[src/cpu_mode_pkg.sv]
// Shared constants and types for the CPU mode tracker and its indicator logic.
// Assumes a single 100 MHz system clock and a synchronous active-high reset.
package cpu_mode_pkg;

  // Operating modes, one-hot.
  typedef enum logic [2:0] {
    MODE_STOP    = 3'b001,
    MODE_RESTART = 3'b010,
    MODE_RUN     = 3'b100
  } mode_type;

  localparam mode_type MODE_AT_RESET = MODE_STOP;

  // Clock and flash timing.
  localparam int CLK_PERIOD_NS    = 10;
  localparam int SLOW_HALF_MS     = 500;
  localparam int FAST_HALF_MS     = 125;
  localparam int SLOW_HALF_CYCLES = SLOW_HALF_MS * 1000000 / CLK_PERIOD_NS;
  localparam int FAST_HALF_CYCLES = FAST_HALF_MS * 1000000 / CLK_PERIOD_NS;

  // Range of user handler numbers.
  localparam logic [5:0] HANDLER_FIRST = 6'h01;
  localparam logic [5:0] HANDLER_LAST  = 6'h23;

  // Bit positions in the synchronised pin vector.
  localparam int PIN_SELECTOR_STOP = 0;
  localparam int PIN_OPERATOR_RST  = 1;
  localparam int PIN_PG_STOP       = 2;
  localparam int PIN_PEER_STOP     = 3;
  localparam int PIN_COORD_RUN     = 4;
  localparam int PIN_COUNT         = 5;

  // Positions of the error kinds in the error vectors.
  localparam int ERR_IO_TIMEOUT = 0;
  localparam int ERR_ADDRESSING = 1;
  localparam int ERR_CYCLE_TIME = 2;
  localparam int ERR_COUNT      = 3;

endpackage : cpu_mode_pkg

[src/flash_divider.sv]
// Free-running divider that makes the slow and fast indicator flash levels.
// Assumes the system clock and synchronous reset of the mode tracker.
`timescale 1ns/1ps
module flash_divider #(
  parameter int SLOW_HALF = cpu_mode_pkg::SLOW_HALF_CYCLES,
  parameter int FAST_HALF = cpu_mode_pkg::FAST_HALF_CYCLES
) (
  input  wire logic clk,
  input  wire logic rst,
  output logic      slowFlash,
  output logic      fastFlash
);
  import cpu_mode_pkg::*;

  localparam int W = $clog2(SLOW_HALF + 1);

  typedef struct packed {
    logic [W-1:0] slowCount;
    logic [W-1:0] fastCount;
    logic         slow;
    logic         fast;
  } div_type;

  div_type s_reg;
  div_type s_next;

  always_comb begin
    s_next = s_reg;
    // Each level toggles after its half period has elapsed.
    if (s_reg.slowCount == W'(SLOW_HALF - 1)) begin
      s_next.slowCount = '0;
      s_next.slow      = ~s_reg.slow;
    end else begin
      s_next.slowCount = s_reg.slowCount + W'(1);
    end
    if (s_reg.fastCount == W'(FAST_HALF - 1)) begin
      s_next.fastCount = '0;
      s_next.fast      = ~s_reg.fast;
    end else begin
      s_next.fastCount = s_reg.fastCount + W'(1);
    end
  end

  always_ff @(posedge clk) begin
    if (rst) begin
      s_reg <= '0;
    end else begin
      s_reg <= s_next;
    end
  end

  assign slowFlash = s_reg.slow;
  assign fastFlash = s_reg.fast;
endmodule : flash_divider

[src/error_indicator.sv]
// One sticky error indicator: set by a permitted detection, cleared when its handler level ends without a stop.
// Assumes detections, handler ends and the stop flag come from logic on the same clock.
`timescale 1ns/1ps
module error_indicator (
  input  wire logic clk,
  input  wire logic rst,
  input  wire logic detect,
  input  wire logic allowed,
  input  wire logic levelDone,
  input  wire logic stopping,
  output logic      lit
);
  import cpu_mode_pkg::*;

  typedef struct packed {
    logic lit;
  } ind_type;

  ind_type s_reg;
  ind_type s_next;

  always_comb begin
    s_next = s_reg;
    // A permitted detection wins over a clear in the same cycle.
    if (detect && allowed) begin
      s_next.lit = 1'b1;
    end else if (levelDone && !stopping) begin
      s_next.lit = 1'b0;
    end
  end

  always_ff @(posedge clk) begin
    if (rst) begin
      s_reg <= '0;
    end else begin
      s_reg <= s_next;
    end
  end

  assign lit = s_reg.lit;
endmodule : error_indicator

[src/cpu_mode_indicator.sv]
// Operating-mode tracker with run, stop, output-disable and error indicators.
// Assumes front-panel, programming-device, peer and coordinator inputs are asynchronous pins;
// all other inputs come from CPU logic on clk.
//
// Functional notes
// - Exactly one of stop, restart or run is held at all times.
// - In run mode the run indicator is lit and the stop indicator dark.
// - Externally requested stop keeps stop indicator steady and run indicator dark.
// - Restart mode and breakpoint wait keep both indicators dark.
// - A self-triggered stop flashes the stop indicator slowly.
// - Selector moved to stop during self stop turns slow flash into steady.
// - Pending overall reset in stop flashes stop quickly, run dark.
// - A serious system error lights both run and stop indicators.
// - Output disable drops on entering run and rises on entering stop.
// - Output disable holds through restart, stop and first run cycle after warm restart.
// - Output-disable indicator stays lit after warm restart until the remaining cycle ends.
// - Multiprocessor operation applies the same disable only with coordinator at run.
// - An I/O module timeout lights the I/O timeout indicator.
// - Access to an unpopulated process image address lights the addressing indicator.
// - Exceeding the cycle monitoring time lights the cycle error indicator.
// - Addressing and timeout errors only in restart or run; cycle errors only in run.
// - Finishing an error handler level without stopping clears its indicator.
// - In restart and run, each event numbered 1 to 35 calls its numbered user handler.
// - The user program does not execute in stop mode.
`timescale 1ns/1ps
module cpu_mode_indicator #(
  parameter int SLOW_HALF = cpu_mode_pkg::SLOW_HALF_CYCLES,
  parameter int FAST_HALF = cpu_mode_pkg::FAST_HALF_CYCLES
) (
  input  wire logic                   clk,
  input  wire logic                   rst,
  input  wire logic                   selectorStop,
  input  wire logic                   operatorResetReq,
  input  wire logic                   pgStopReq,
  input  wire logic                   peerStopReq,
  input  wire logic                   coordinatorRun,
  input  wire logic                   multiProcessor,
  input  wire logic                   selfStopReq,
  input  wire logic                   selfResetReq,
  input  wire logic                   overallResetDone,
  input  wire logic                   restartReq,
  input  wire logic                   restartWarm,
  input  wire logic                   restartDone,
  input  wire logic                   cycleEnd,
  input  wire logic                   breakpointWait,
  input  wire logic                   seriousError,
  input  wire logic                   ioTimeoutDetect,
  input  wire logic                   addressingDetect,
  input  wire logic                   cycleTimeDetect,
  input  wire logic [2:0]             errorLevelDone,
  input  wire logic                   eventValid,
  input  wire logic [5:0]             eventBlock,
  output cpu_mode_pkg::mode_type      modeState,
  output logic                        runLed,
  output logic                        stopLed,
  output logic                        cmdOutputDisable,
  output logic                        cmdOutputDisableLed,
  output logic                        ioTimeoutLed,
  output logic                        addressingLed,
  output logic                        cycleErrorLed,
  output logic                        programEnable,
  output logic                        handlerCall,
  output logic [5:0]                  handlerNumber
);
  import cpu_mode_pkg::*;

  typedef struct packed {
    logic [PIN_COUNT-1:0] sync1;
    logic [PIN_COUNT-1:0] sync2;
    logic                 selectorPrev;
    mode_type             mode;
    logic                 selfStop;
    logic                 resetPending;
    logic                 warmStart;
    logic                 warmPending;
    logic                 runLed;
    logic                 stopLed;
    logic                 outDisable;
    logic                 programEnable;
    logic                 handlerCall;
    logic [5:0]           handlerNumber;
  } state_type;

  state_type s_reg;
  state_type s_next;

  logic                 slowFlash;
  logic                 fastFlash;
  logic                 selStop;
  logic                 extStop;
  logic                 overallReq;
  logic                 coordOk;
  logic                 stopping;
  logic [ERR_COUNT-1:0] errDetect;
  logic [ERR_COUNT-1:0] errAllowed;
  logic [ERR_COUNT-1:0] errLit;

  flash_divider #(
    .SLOW_HALF (SLOW_HALF),
    .FAST_HALF (FAST_HALF)
  ) flashGen (
    .clk       (clk),
    .rst       (rst),
    .slowFlash (slowFlash),
    .fastFlash (fastFlash)
  );

  always_comb begin
    s_next       = s_reg;
    s_next.sync1 = {coordinatorRun, peerStopReq, pgStopReq, operatorResetReq, selectorStop};
    s_next.sync2 = s_reg.sync1;
    selStop      = s_reg.sync2[PIN_SELECTOR_STOP];
    extStop      = selStop | s_reg.sync2[PIN_PG_STOP] | s_reg.sync2[PIN_PEER_STOP];
    overallReq   = s_reg.sync2[PIN_OPERATOR_RST] | selfResetReq;
    // In multiprocessor operation with the coordinator in test mode the disable is never driven.
    coordOk      = !multiProcessor || s_reg.sync2[PIN_COORD_RUN];
    s_next.selectorPrev = selStop;

    case (s_reg.mode)
      MODE_STOP: begin
        if (overallResetDone) begin
          s_next.resetPending = 1'b0;
        end
        if (overallReq) begin
          s_next.resetPending = 1'b1;
        end
        if (selStop && !s_reg.selectorPrev) begin
          s_next.selfStop = 1'b0;
        end
        if (restartReq && !extStop && !s_reg.resetPending && !overallReq) begin
          s_next.mode      = MODE_RESTART;
          s_next.warmStart = restartWarm;
          s_next.selfStop  = 1'b0;
        end
      end
      MODE_RESTART, MODE_RUN: begin
        if (cycleEnd) begin
          s_next.warmPending = 1'b0;
        end
        if (selfStopReq || overallReq) begin
          s_next.mode         = MODE_STOP;
          s_next.selfStop     = selfStopReq | selfResetReq;
          s_next.resetPending = overallReq;
          s_next.warmPending  = 1'b0;
        end else if (extStop) begin
          s_next.mode        = MODE_STOP;
          s_next.selfStop    = 1'b0;
          s_next.warmPending = 1'b0;
        end else if (s_reg.mode == MODE_RESTART && restartDone) begin
          s_next.mode        = MODE_RUN;
          s_next.warmPending = s_reg.warmStart;
        end
      end
      default: begin
        s_next.mode = MODE_STOP;
      end
    endcase

    // Indicators follow the mode being entered so they change with it.
    if (seriousError) begin
      s_next.runLed  = 1'b1;
      s_next.stopLed = 1'b1;
    end else begin
      case (s_next.mode)
        MODE_RUN: begin
          s_next.runLed  = !breakpointWait;
          s_next.stopLed = 1'b0;
        end
        MODE_STOP: begin
          s_next.runLed = 1'b0;
          if (s_next.resetPending) begin
            s_next.stopLed = fastFlash;
          end else if (s_next.selfStop) begin
            s_next.stopLed = slowFlash;
          end else begin
            s_next.stopLed = 1'b1;
          end
        end
        default: begin
          s_next.runLed  = 1'b0;
          s_next.stopLed = 1'b0;
        end
      endcase
    end

    s_next.outDisable = coordOk && (s_next.mode != MODE_RUN || s_next.warmPending);
    s_next.programEnable = s_next.mode != MODE_STOP;
    s_next.handlerCall = eventValid && s_reg.mode != MODE_STOP
                         && eventBlock >= HANDLER_FIRST && eventBlock <= HANDLER_LAST;
    if (s_next.handlerCall) begin
      s_next.handlerNumber = eventBlock;
    end
    stopping = s_next.mode == MODE_STOP;
  end

  always_ff @(posedge clk) begin
    if (rst) begin
      s_reg         <= '0;
      s_reg.mode    <= MODE_AT_RESET;
      s_reg.stopLed <= 1'b1;
      s_reg.outDisable <= 1'b1;
    end else begin
      s_reg <= s_next;
    end
  end

  assign errDetect[ERR_IO_TIMEOUT]  = ioTimeoutDetect;
  assign errDetect[ERR_ADDRESSING]  = addressingDetect;
  assign errDetect[ERR_CYCLE_TIME]  = cycleTimeDetect;
  assign errAllowed[ERR_IO_TIMEOUT] = s_reg.mode != MODE_STOP;
  assign errAllowed[ERR_ADDRESSING] = s_reg.mode != MODE_STOP;
  assign errAllowed[ERR_CYCLE_TIME] = s_reg.mode == MODE_RUN;

  generate
    for (genvar i = 0; i < ERR_COUNT; i++) begin : gErr
      error_indicator errInd (
        .clk       (clk),
        .rst       (rst),
        .detect    (errDetect[i]),
        .allowed   (errAllowed[i]),
        .levelDone (errorLevelDone[i]),
        .stopping  (stopping),
        .lit       (errLit[i])
      );
    end
  endgenerate

  assign modeState           = s_reg.mode;
  assign runLed              = s_reg.runLed;
  assign stopLed             = s_reg.stopLed;
  assign cmdOutputDisable    = s_reg.outDisable;
  assign cmdOutputDisableLed = s_reg.outDisable;
  assign ioTimeoutLed        = errLit[ERR_IO_TIMEOUT];
  assign addressingLed       = errLit[ERR_ADDRESSING];
  assign cycleErrorLed       = errLit[ERR_CYCLE_TIME];
  assign programEnable       = s_reg.programEnable;
  assign handlerCall         = s_reg.handlerCall;
  assign handlerNumber       = s_reg.handlerNumber;
endmodule : cpu_mode_indicator

[config.mk]
export PLATFORM = sky130hd
export DESIGN_NAME = cpu_mode_indicator
export DESIGN_NICKNAME = d
export VERILOG_FILES = /design/src/cpu_mode_pkg.sv /design/src/flash_divider.sv /design/src/error_indicator.sv /design/src/cpu_mode_indicator.sv
export SDC_FILE = /design/constraint.sdc
export NUM_CORES = 1
export LEC_CHECK = 0
export ABC_CLOCK_PERIOD_IN_PS = 2110
export BUFFER_PORTS_ARGS = -buffer_cell sky130_fd_sc_hd__buf_2
export CAP_MARGIN = 10
export CORE_ASPECT_RATIO = 0.9
export CORE_MARGIN = 2
export CORE_UTILIZATION = 35
export CTS_CLUSTER_SIZE = 24
export DETAILED_ROUTE_END_ITERATION = 12
export PLACE_DENSITY_LB_ADDON = 0.12
export REMOVE_ABC_BUFFERS = 1
export SETUP_SLACK_MARGIN = 0.05
export SLEW_MARGIN = 15
export SYNTH_ARGS = -nofsm -noshare
export SYNTH_HDL_FRONTEND = slang
export SYNTH_SLANG_ARGS = --single-unit
[constraint.sdc]
create_clock -name clk -period 2.11 [get_ports clk]
set_input_delay 0.3165 -clock clk [delete_from_list [all_inputs] [get_ports clk]]
set_output_delay 0.3165 -clock clk [all_outputs]
set_load 0.01 [all_outputs]
Word level (Yosys, flattened, before mapping)
Cells that the tools add are included.
Widths: inputs -> output; s select.

word-level totals
  register bits = 86
  bits in latches = 0
  memory bits (writable) = 0
  bits in read-only memories = 0
  bits of input ports = 30
  output and inout bits = 18
  logic and storage cells = 100
  memories kept = 0

operators by class
  add/subtract/negate cells = 2
  multipliers = 0
  divide/modulo/power cells = 0
  magnitude comparators = 2
  eq/ne operators = 10
  shifts and indexed selects = 0
  muxes and demuxes = 26
  bitwise logic cells = 6
  reductions and logical operators = 33

operators by type and width
  kind                   number
  $add 26x1->26 const B  2
  $eq 26x24->1 const B   1
  $eq 26x26->1 const B   1
  $mux 1                 18
  $logic_and 1x1->1      15
  $mux 4                 2
  $pmux 2 s2             2
  $reduce_or 2->1        4
  $logic_not 1->1        7
  $eq 3x1->1 const B     2
  $eq 3x3->1 const B     2
  $ge 6x1->1 const B     1
  $le 6x6->1 const B     1
  $mux 3                 2
  $ne 3x1->1 const B     2
  $pmux 3 s2             1
  $reduce_bool 2->1      3
  $or 1x1->1             4
  $eq 3x2->1 const B     1
  $logic_or 1x1->1       3
  $ne 3x3->1 const B     1
  $mux 2                 1
  $not 1->1              2
  $reduce_and 2->1       1

Logic depth before layout (Yosys ltp)
  word-level depth = 13
  depth in mapped cells = 6
  depth with buffers taken out = 5

Cells and area by module
A second synthesis with hierarchy kept.

unflattened totals
  cell total of the unflattened synthesis = 415
  area total of the unflattened synthesis = 3818.7 µm²

modules (own cells, without submodules)
  module              instances  cells each  area an instance (µm²)  seq. area each (µm²)
  flash_divider       1          279         2484.9                  1081.0
  cpu_mode_indicator  1          121         1206.2                  580.6
  error_indicator     3          5           42.5                    20.0

Worst setup path before layout
OpenSTA, ideal clock, no wires.

  path type = register to register
  start point = register flashGen.s_reg[28] in the netlist's numbering
  end point = register flashGen.s_reg[34] in the netlist's numbering
  setup time = 0.117 ns
  data arrival time = 1.803 ns
  required time = 1.993 ns
  setup slack = 0.189 ns
  stages on the path, launching flop included = 7
  buffers on the path = 1
  clock period less this slack = 1.921 ns
  path through = dfxtp_1 ha_1 nand3_1 or4_1 o21bai_2 buf_2 nor2_1

between the ends
  longest elaborated chain between the ends = 2
  elaborated cells on any way between the ends = 3
  classes of those cells = 1 x add/sub; 1 x eq/ne; 1 x reduce/logical

ends and longest elaborated chain
  element                                                RTL line             RTL
  start, declared                                        flash_divider.sv:24  div_type s_reg;
  start signal, assigned                                 flash_divider.sv:48  s_reg <= s_next;
  branches (longest 2 deep; another with $add 26x1->26)  --

Parallel ways; which one is timed is not known.
A chain may end at the register's enable or synchronous reset.

Worst setup path after layout
  start point = register flashGen.s_reg[28] in the netlist's numbering
  end point = register flashGen.s_reg[52] in the netlist's numbering

Same word-level chain as after synthesis.

==> results.yml <==
cells_and_area:
  largest_reg_flops: 52
  fin_nets: 525
  drive_gt1_share_pct: 19.88
  num-fill-cells: 1105
  diodes: 0
  stdcell_count: 631
  areaGrowthSynthToFinish_pct: 17.92
logic_synthesis:
  synth_simple_gate_area_share_pct: 29.12
  synthesis.area_um2: 3875
  synth_compound_area_share_pct: 13.50
  yosysMostFrequentCell: "dfxtp_1"
  ys.flop_type: "dfxtp_1"
  yosysTopAreaCell: "dfxtp_1"
  synth_top_area_share_pct: 44.43
  syn_area_per_cell_um2: 8.611
  synthAdderAreaFrac_pct: 0.6458
  synth_commonest_cells: "dfxtp_1, nor2_1, a21oi_1"
  synthTopCellsByArea: "dfxtp_1, a21oi_1, or4_1"
  yosysSeqAreaShare_pct: 44.43
  yosys.cell_types.count: 44
  syn-instance-count: 450
  synth_xor_area_share_pct: 6.103
  synth-async-reset-ratio_pct: 0
  synth_top_family_by_area: "simple AND/OR/NAND/NOR gates"
  synth-seq-cells: 86
  synthMuxAreaShare_pct: 0.2583
  yosysWarningCount: 0
  synth_edf_count: 0
clock_tree:
  cts.sinks: 86
  cts_tree: "done"
  cts_made_buffers: 9
  cts_buffer_depth: 2
  clkLatencyLatePin_ns: 0.34
  post_cts_buffers: 0
  postCtsHoldBufs: 0
  cts-root-buf: "clkbuf_16"
  clk_pin_slew_ns: 0.07
  htree_levels: 3
power:
  power_density_nw_per_um2: 740.3
  p_comb_share_pct: 5.1
  ir_drop_uv: 458.9
  swShare_pct: 23.02
  cellLeakagePower_nw: 1.602
  power_frac_seq_pct: 49.5
  p_switching_w: 0.0007787
  p_clk_share_pct: 45.4
  internal_power_w: 0.002604
setup_path:
  worstPathCellList: "ha_1 -> nand3_1 -> or4_4 -> or3_1 -> a21oi_1"
  end_kind: "flip-flop"
  cp_num_cells: 5
  crit_family: "simple AND/OR/NAND/NOR gates"
  critPathLaunchType: "flip-flop"
  r2r_slack_ns: 0.16
  r2r_cells: 5
  cpPeakStageDelay_ns: 0.60
  required_ns: 2.38
  worstPathArrival_ns: 2.22
  path_class: "flip-flop to flip-flop"
  path_buf_inv: 0
  path_max_fanout: 5
  critPathSlowestCell: "or4_4"
sta:
  fin_tns_setup_ns: 0
  min_period_ns: 1.951
  finalHoldViolCount: 0
  skew_ns: 0.005888
  maxSlewHeadroom_pct: 65.58
  slew_viol_final: 0
  fin_crit_sh_pct: 92.47
  setup_ws_ns: 0.1589
  grt_setup_unrepaired: "false"
  tightest_slew_ns: 0.5164
  setup_viol: 0
  max_freq_mhz: 512.5
detailed_routing:
  initialDrtViolationCount: 215
  wl_um: 8424
  vias_per_cell: 5.249
  postRouteAntennaNets: 0
  vias: 3312
  drc: 0
  routedWlPerCell_um: 13.35
  first_pass_iters: 5
placed_design:
  place_ws_ns: 0.08042
  dp_hpwl_um: 5908
  place_inst: 615
  io_buffers: 47
  gp_routability_congestion: 0.8159
floorplanning:
  die_y_um: 103.8
  die_area_um2: 11930
  pin_count: 48
  core.rowCount: 36
  initial_core_util_pct: 35.84
  core_area_um2: 10810
  die_w_um: 114.9
run:
  cap_viol_max_count: 0
global_routing:
  antenna_found_initial: 0
  grt_util_all_layers_pct: 14.45
  grt_pass1_wl_um: 14090
  gr-total-overflow: 0
  grt_max_degree: 29
  grt_pass1_vias: 2988
worst_hold_path:
  worstHoldPathType: "input pin to flip-flop"
  hold_path_depth: 2
status:
  status: "finished clean"
==> power groups by stage <==
stage | registers [W] | logic (W) | clock network [W]
finish | 0.00167 | 0.000173 | 0.00154
global route | 0.00168 | 0.000193 | 0.00166
CTS | 0.00167 | 0.000173 | 0.00159
detailed placement | 0.00171 | 0.000172 | 0
global placement | 0.00171 | 0.000173 | 0
floorplan | 0.00171 | 0.0000762 | 0
==> worst reg2reg max path, delay by kind of cell, from the launching register on <==
kind                     cells  cell delay (ns)
flip-flops                   1             0.39
AO/OA/AOI/OAI                1             0.15
adder cells (fa/ha/maj)      1             0.22
AND/OR/NAND/NOR              3             1.14
==> stage by stage <==
| stage | util, % | area [µm²] | hold WS, ns | total power, W |
|---|---|---|---|---|
| 2_1_floorplan | - | 3705 | 0.3856 | 0.001789 |
| 3_3_place_gp | 39.21 | 4239 | 0.4155 | 0.001885 |
| 3_5_place_dp | 39.21 | 4239 | 0.4251 | 0.001884 |
| 4_1_cts | 41.93 | 4533 | 0.1801 | 0.003439 |
| 5_1_grt | 42.27 | 4569 | 0.1978 | 0.003528 |
| 6_report | 42.27 | 4569 | 0.1890 | 0.003383 |
==> cells in the final DEF, fill, tap and decap left out, types with 4 or more instances in the layout <==
| cell | Yosys | final |
|---|---|---|
| a21oi_1 | 35 | 35 |
| and3_1 | 9 | 9 |
| buf_2 | 7 | 47 |
| buf_4 | 12 | 15 |
| clkbuf_16 | 0 | 9 |
| dfxtp_1 | 86 | 85 |
| inv_1 | 16 | 16 |
| nand2_1 | 27 | 27 |
| nand3_1 | 24 | 23 |
| nand4_1 | 16 | 16 |
| nor2_1 | 40 | 40 |
| nor2b_1 | 15 | 15 |
| nor3_1 | 8 | 8 |
| nor4_1 | 11 | 11 |
| o21ai_0 | 19 | 19 |
| o31ai_1 | 19 | 19 |
| or2_2 | 5 | 5 |
| or3_1 | 14 | 13 |
| or4_1 | 21 | 18 |
| or4_4 | 1 | 4 |
| xnor2_1 | 16 | 16 |
| xor2_1 | 11 | 11 |
==> cells by family (layout without fill, tap and decap cells) <==
| family | after synthesis | after routing |
|---|---|---|
| flops | 86 | 86 |
| fa+ha+maj | 2 | 2 |
| simple gates | 202 | 202 |
| compound gates | 85 | 85 |
| mux | 1 | 1 |
| buf+inv | 47 | 95 |
| xor+xnor | 27 | 27 |
==> worst paths after layout <==
check / endpoint / from
max reg2reg: flashGen.s_reg[52]$_SDFF_PP0_ / flashGen.s_reg[28]$_SDFF_PP0_
min: s_next[20]$_SDFF_PP0_ / operatorResetReq
max: flashGen.s_reg[52]$_SDFF_PP0_ / flashGen.s_reg[28]$_SDFF_PP0_
min reg2reg: s_reg[20]$_SDFF_PP0_ / s_next[20]$_SDFF_PP0_
==> cell type report <==
type | count | area, µm² | share of cell area [%]
Clock inverter | 5 | 41.29 | 0.9036
Clock buffer | 11 | 252.7 | 5.531
Inverter | 16 | 60.06 | 1.314
Sequential cell | 86 | 1723 | 37.71
Multi-Input combinational cell | 317 | 1958 | 42.85
Tap cell | 133 | 166.4 | 3.642
Timing Repair Buffer | 63 | 367.9 | 8.050
==> timing repair <==
| action | 4_1_cts | 5_1_grt |
|---|---|---|
| gates resized for setup | 0 | 8 |
| setup endpoints to repair | 0 | 29 |
| hold endpoints to repair | 0 | 0 |
==> layer usage <==
metal	up-vias	share of wire, %	global-route usage [%]
met3	6	5.9	4.974
met5	-	0	0
li1	1702	-	-
met1	1525	50	19.51
met4	0	0.82	3.356
met2	79	44	22.18
(Power assumes the default switching activity.)
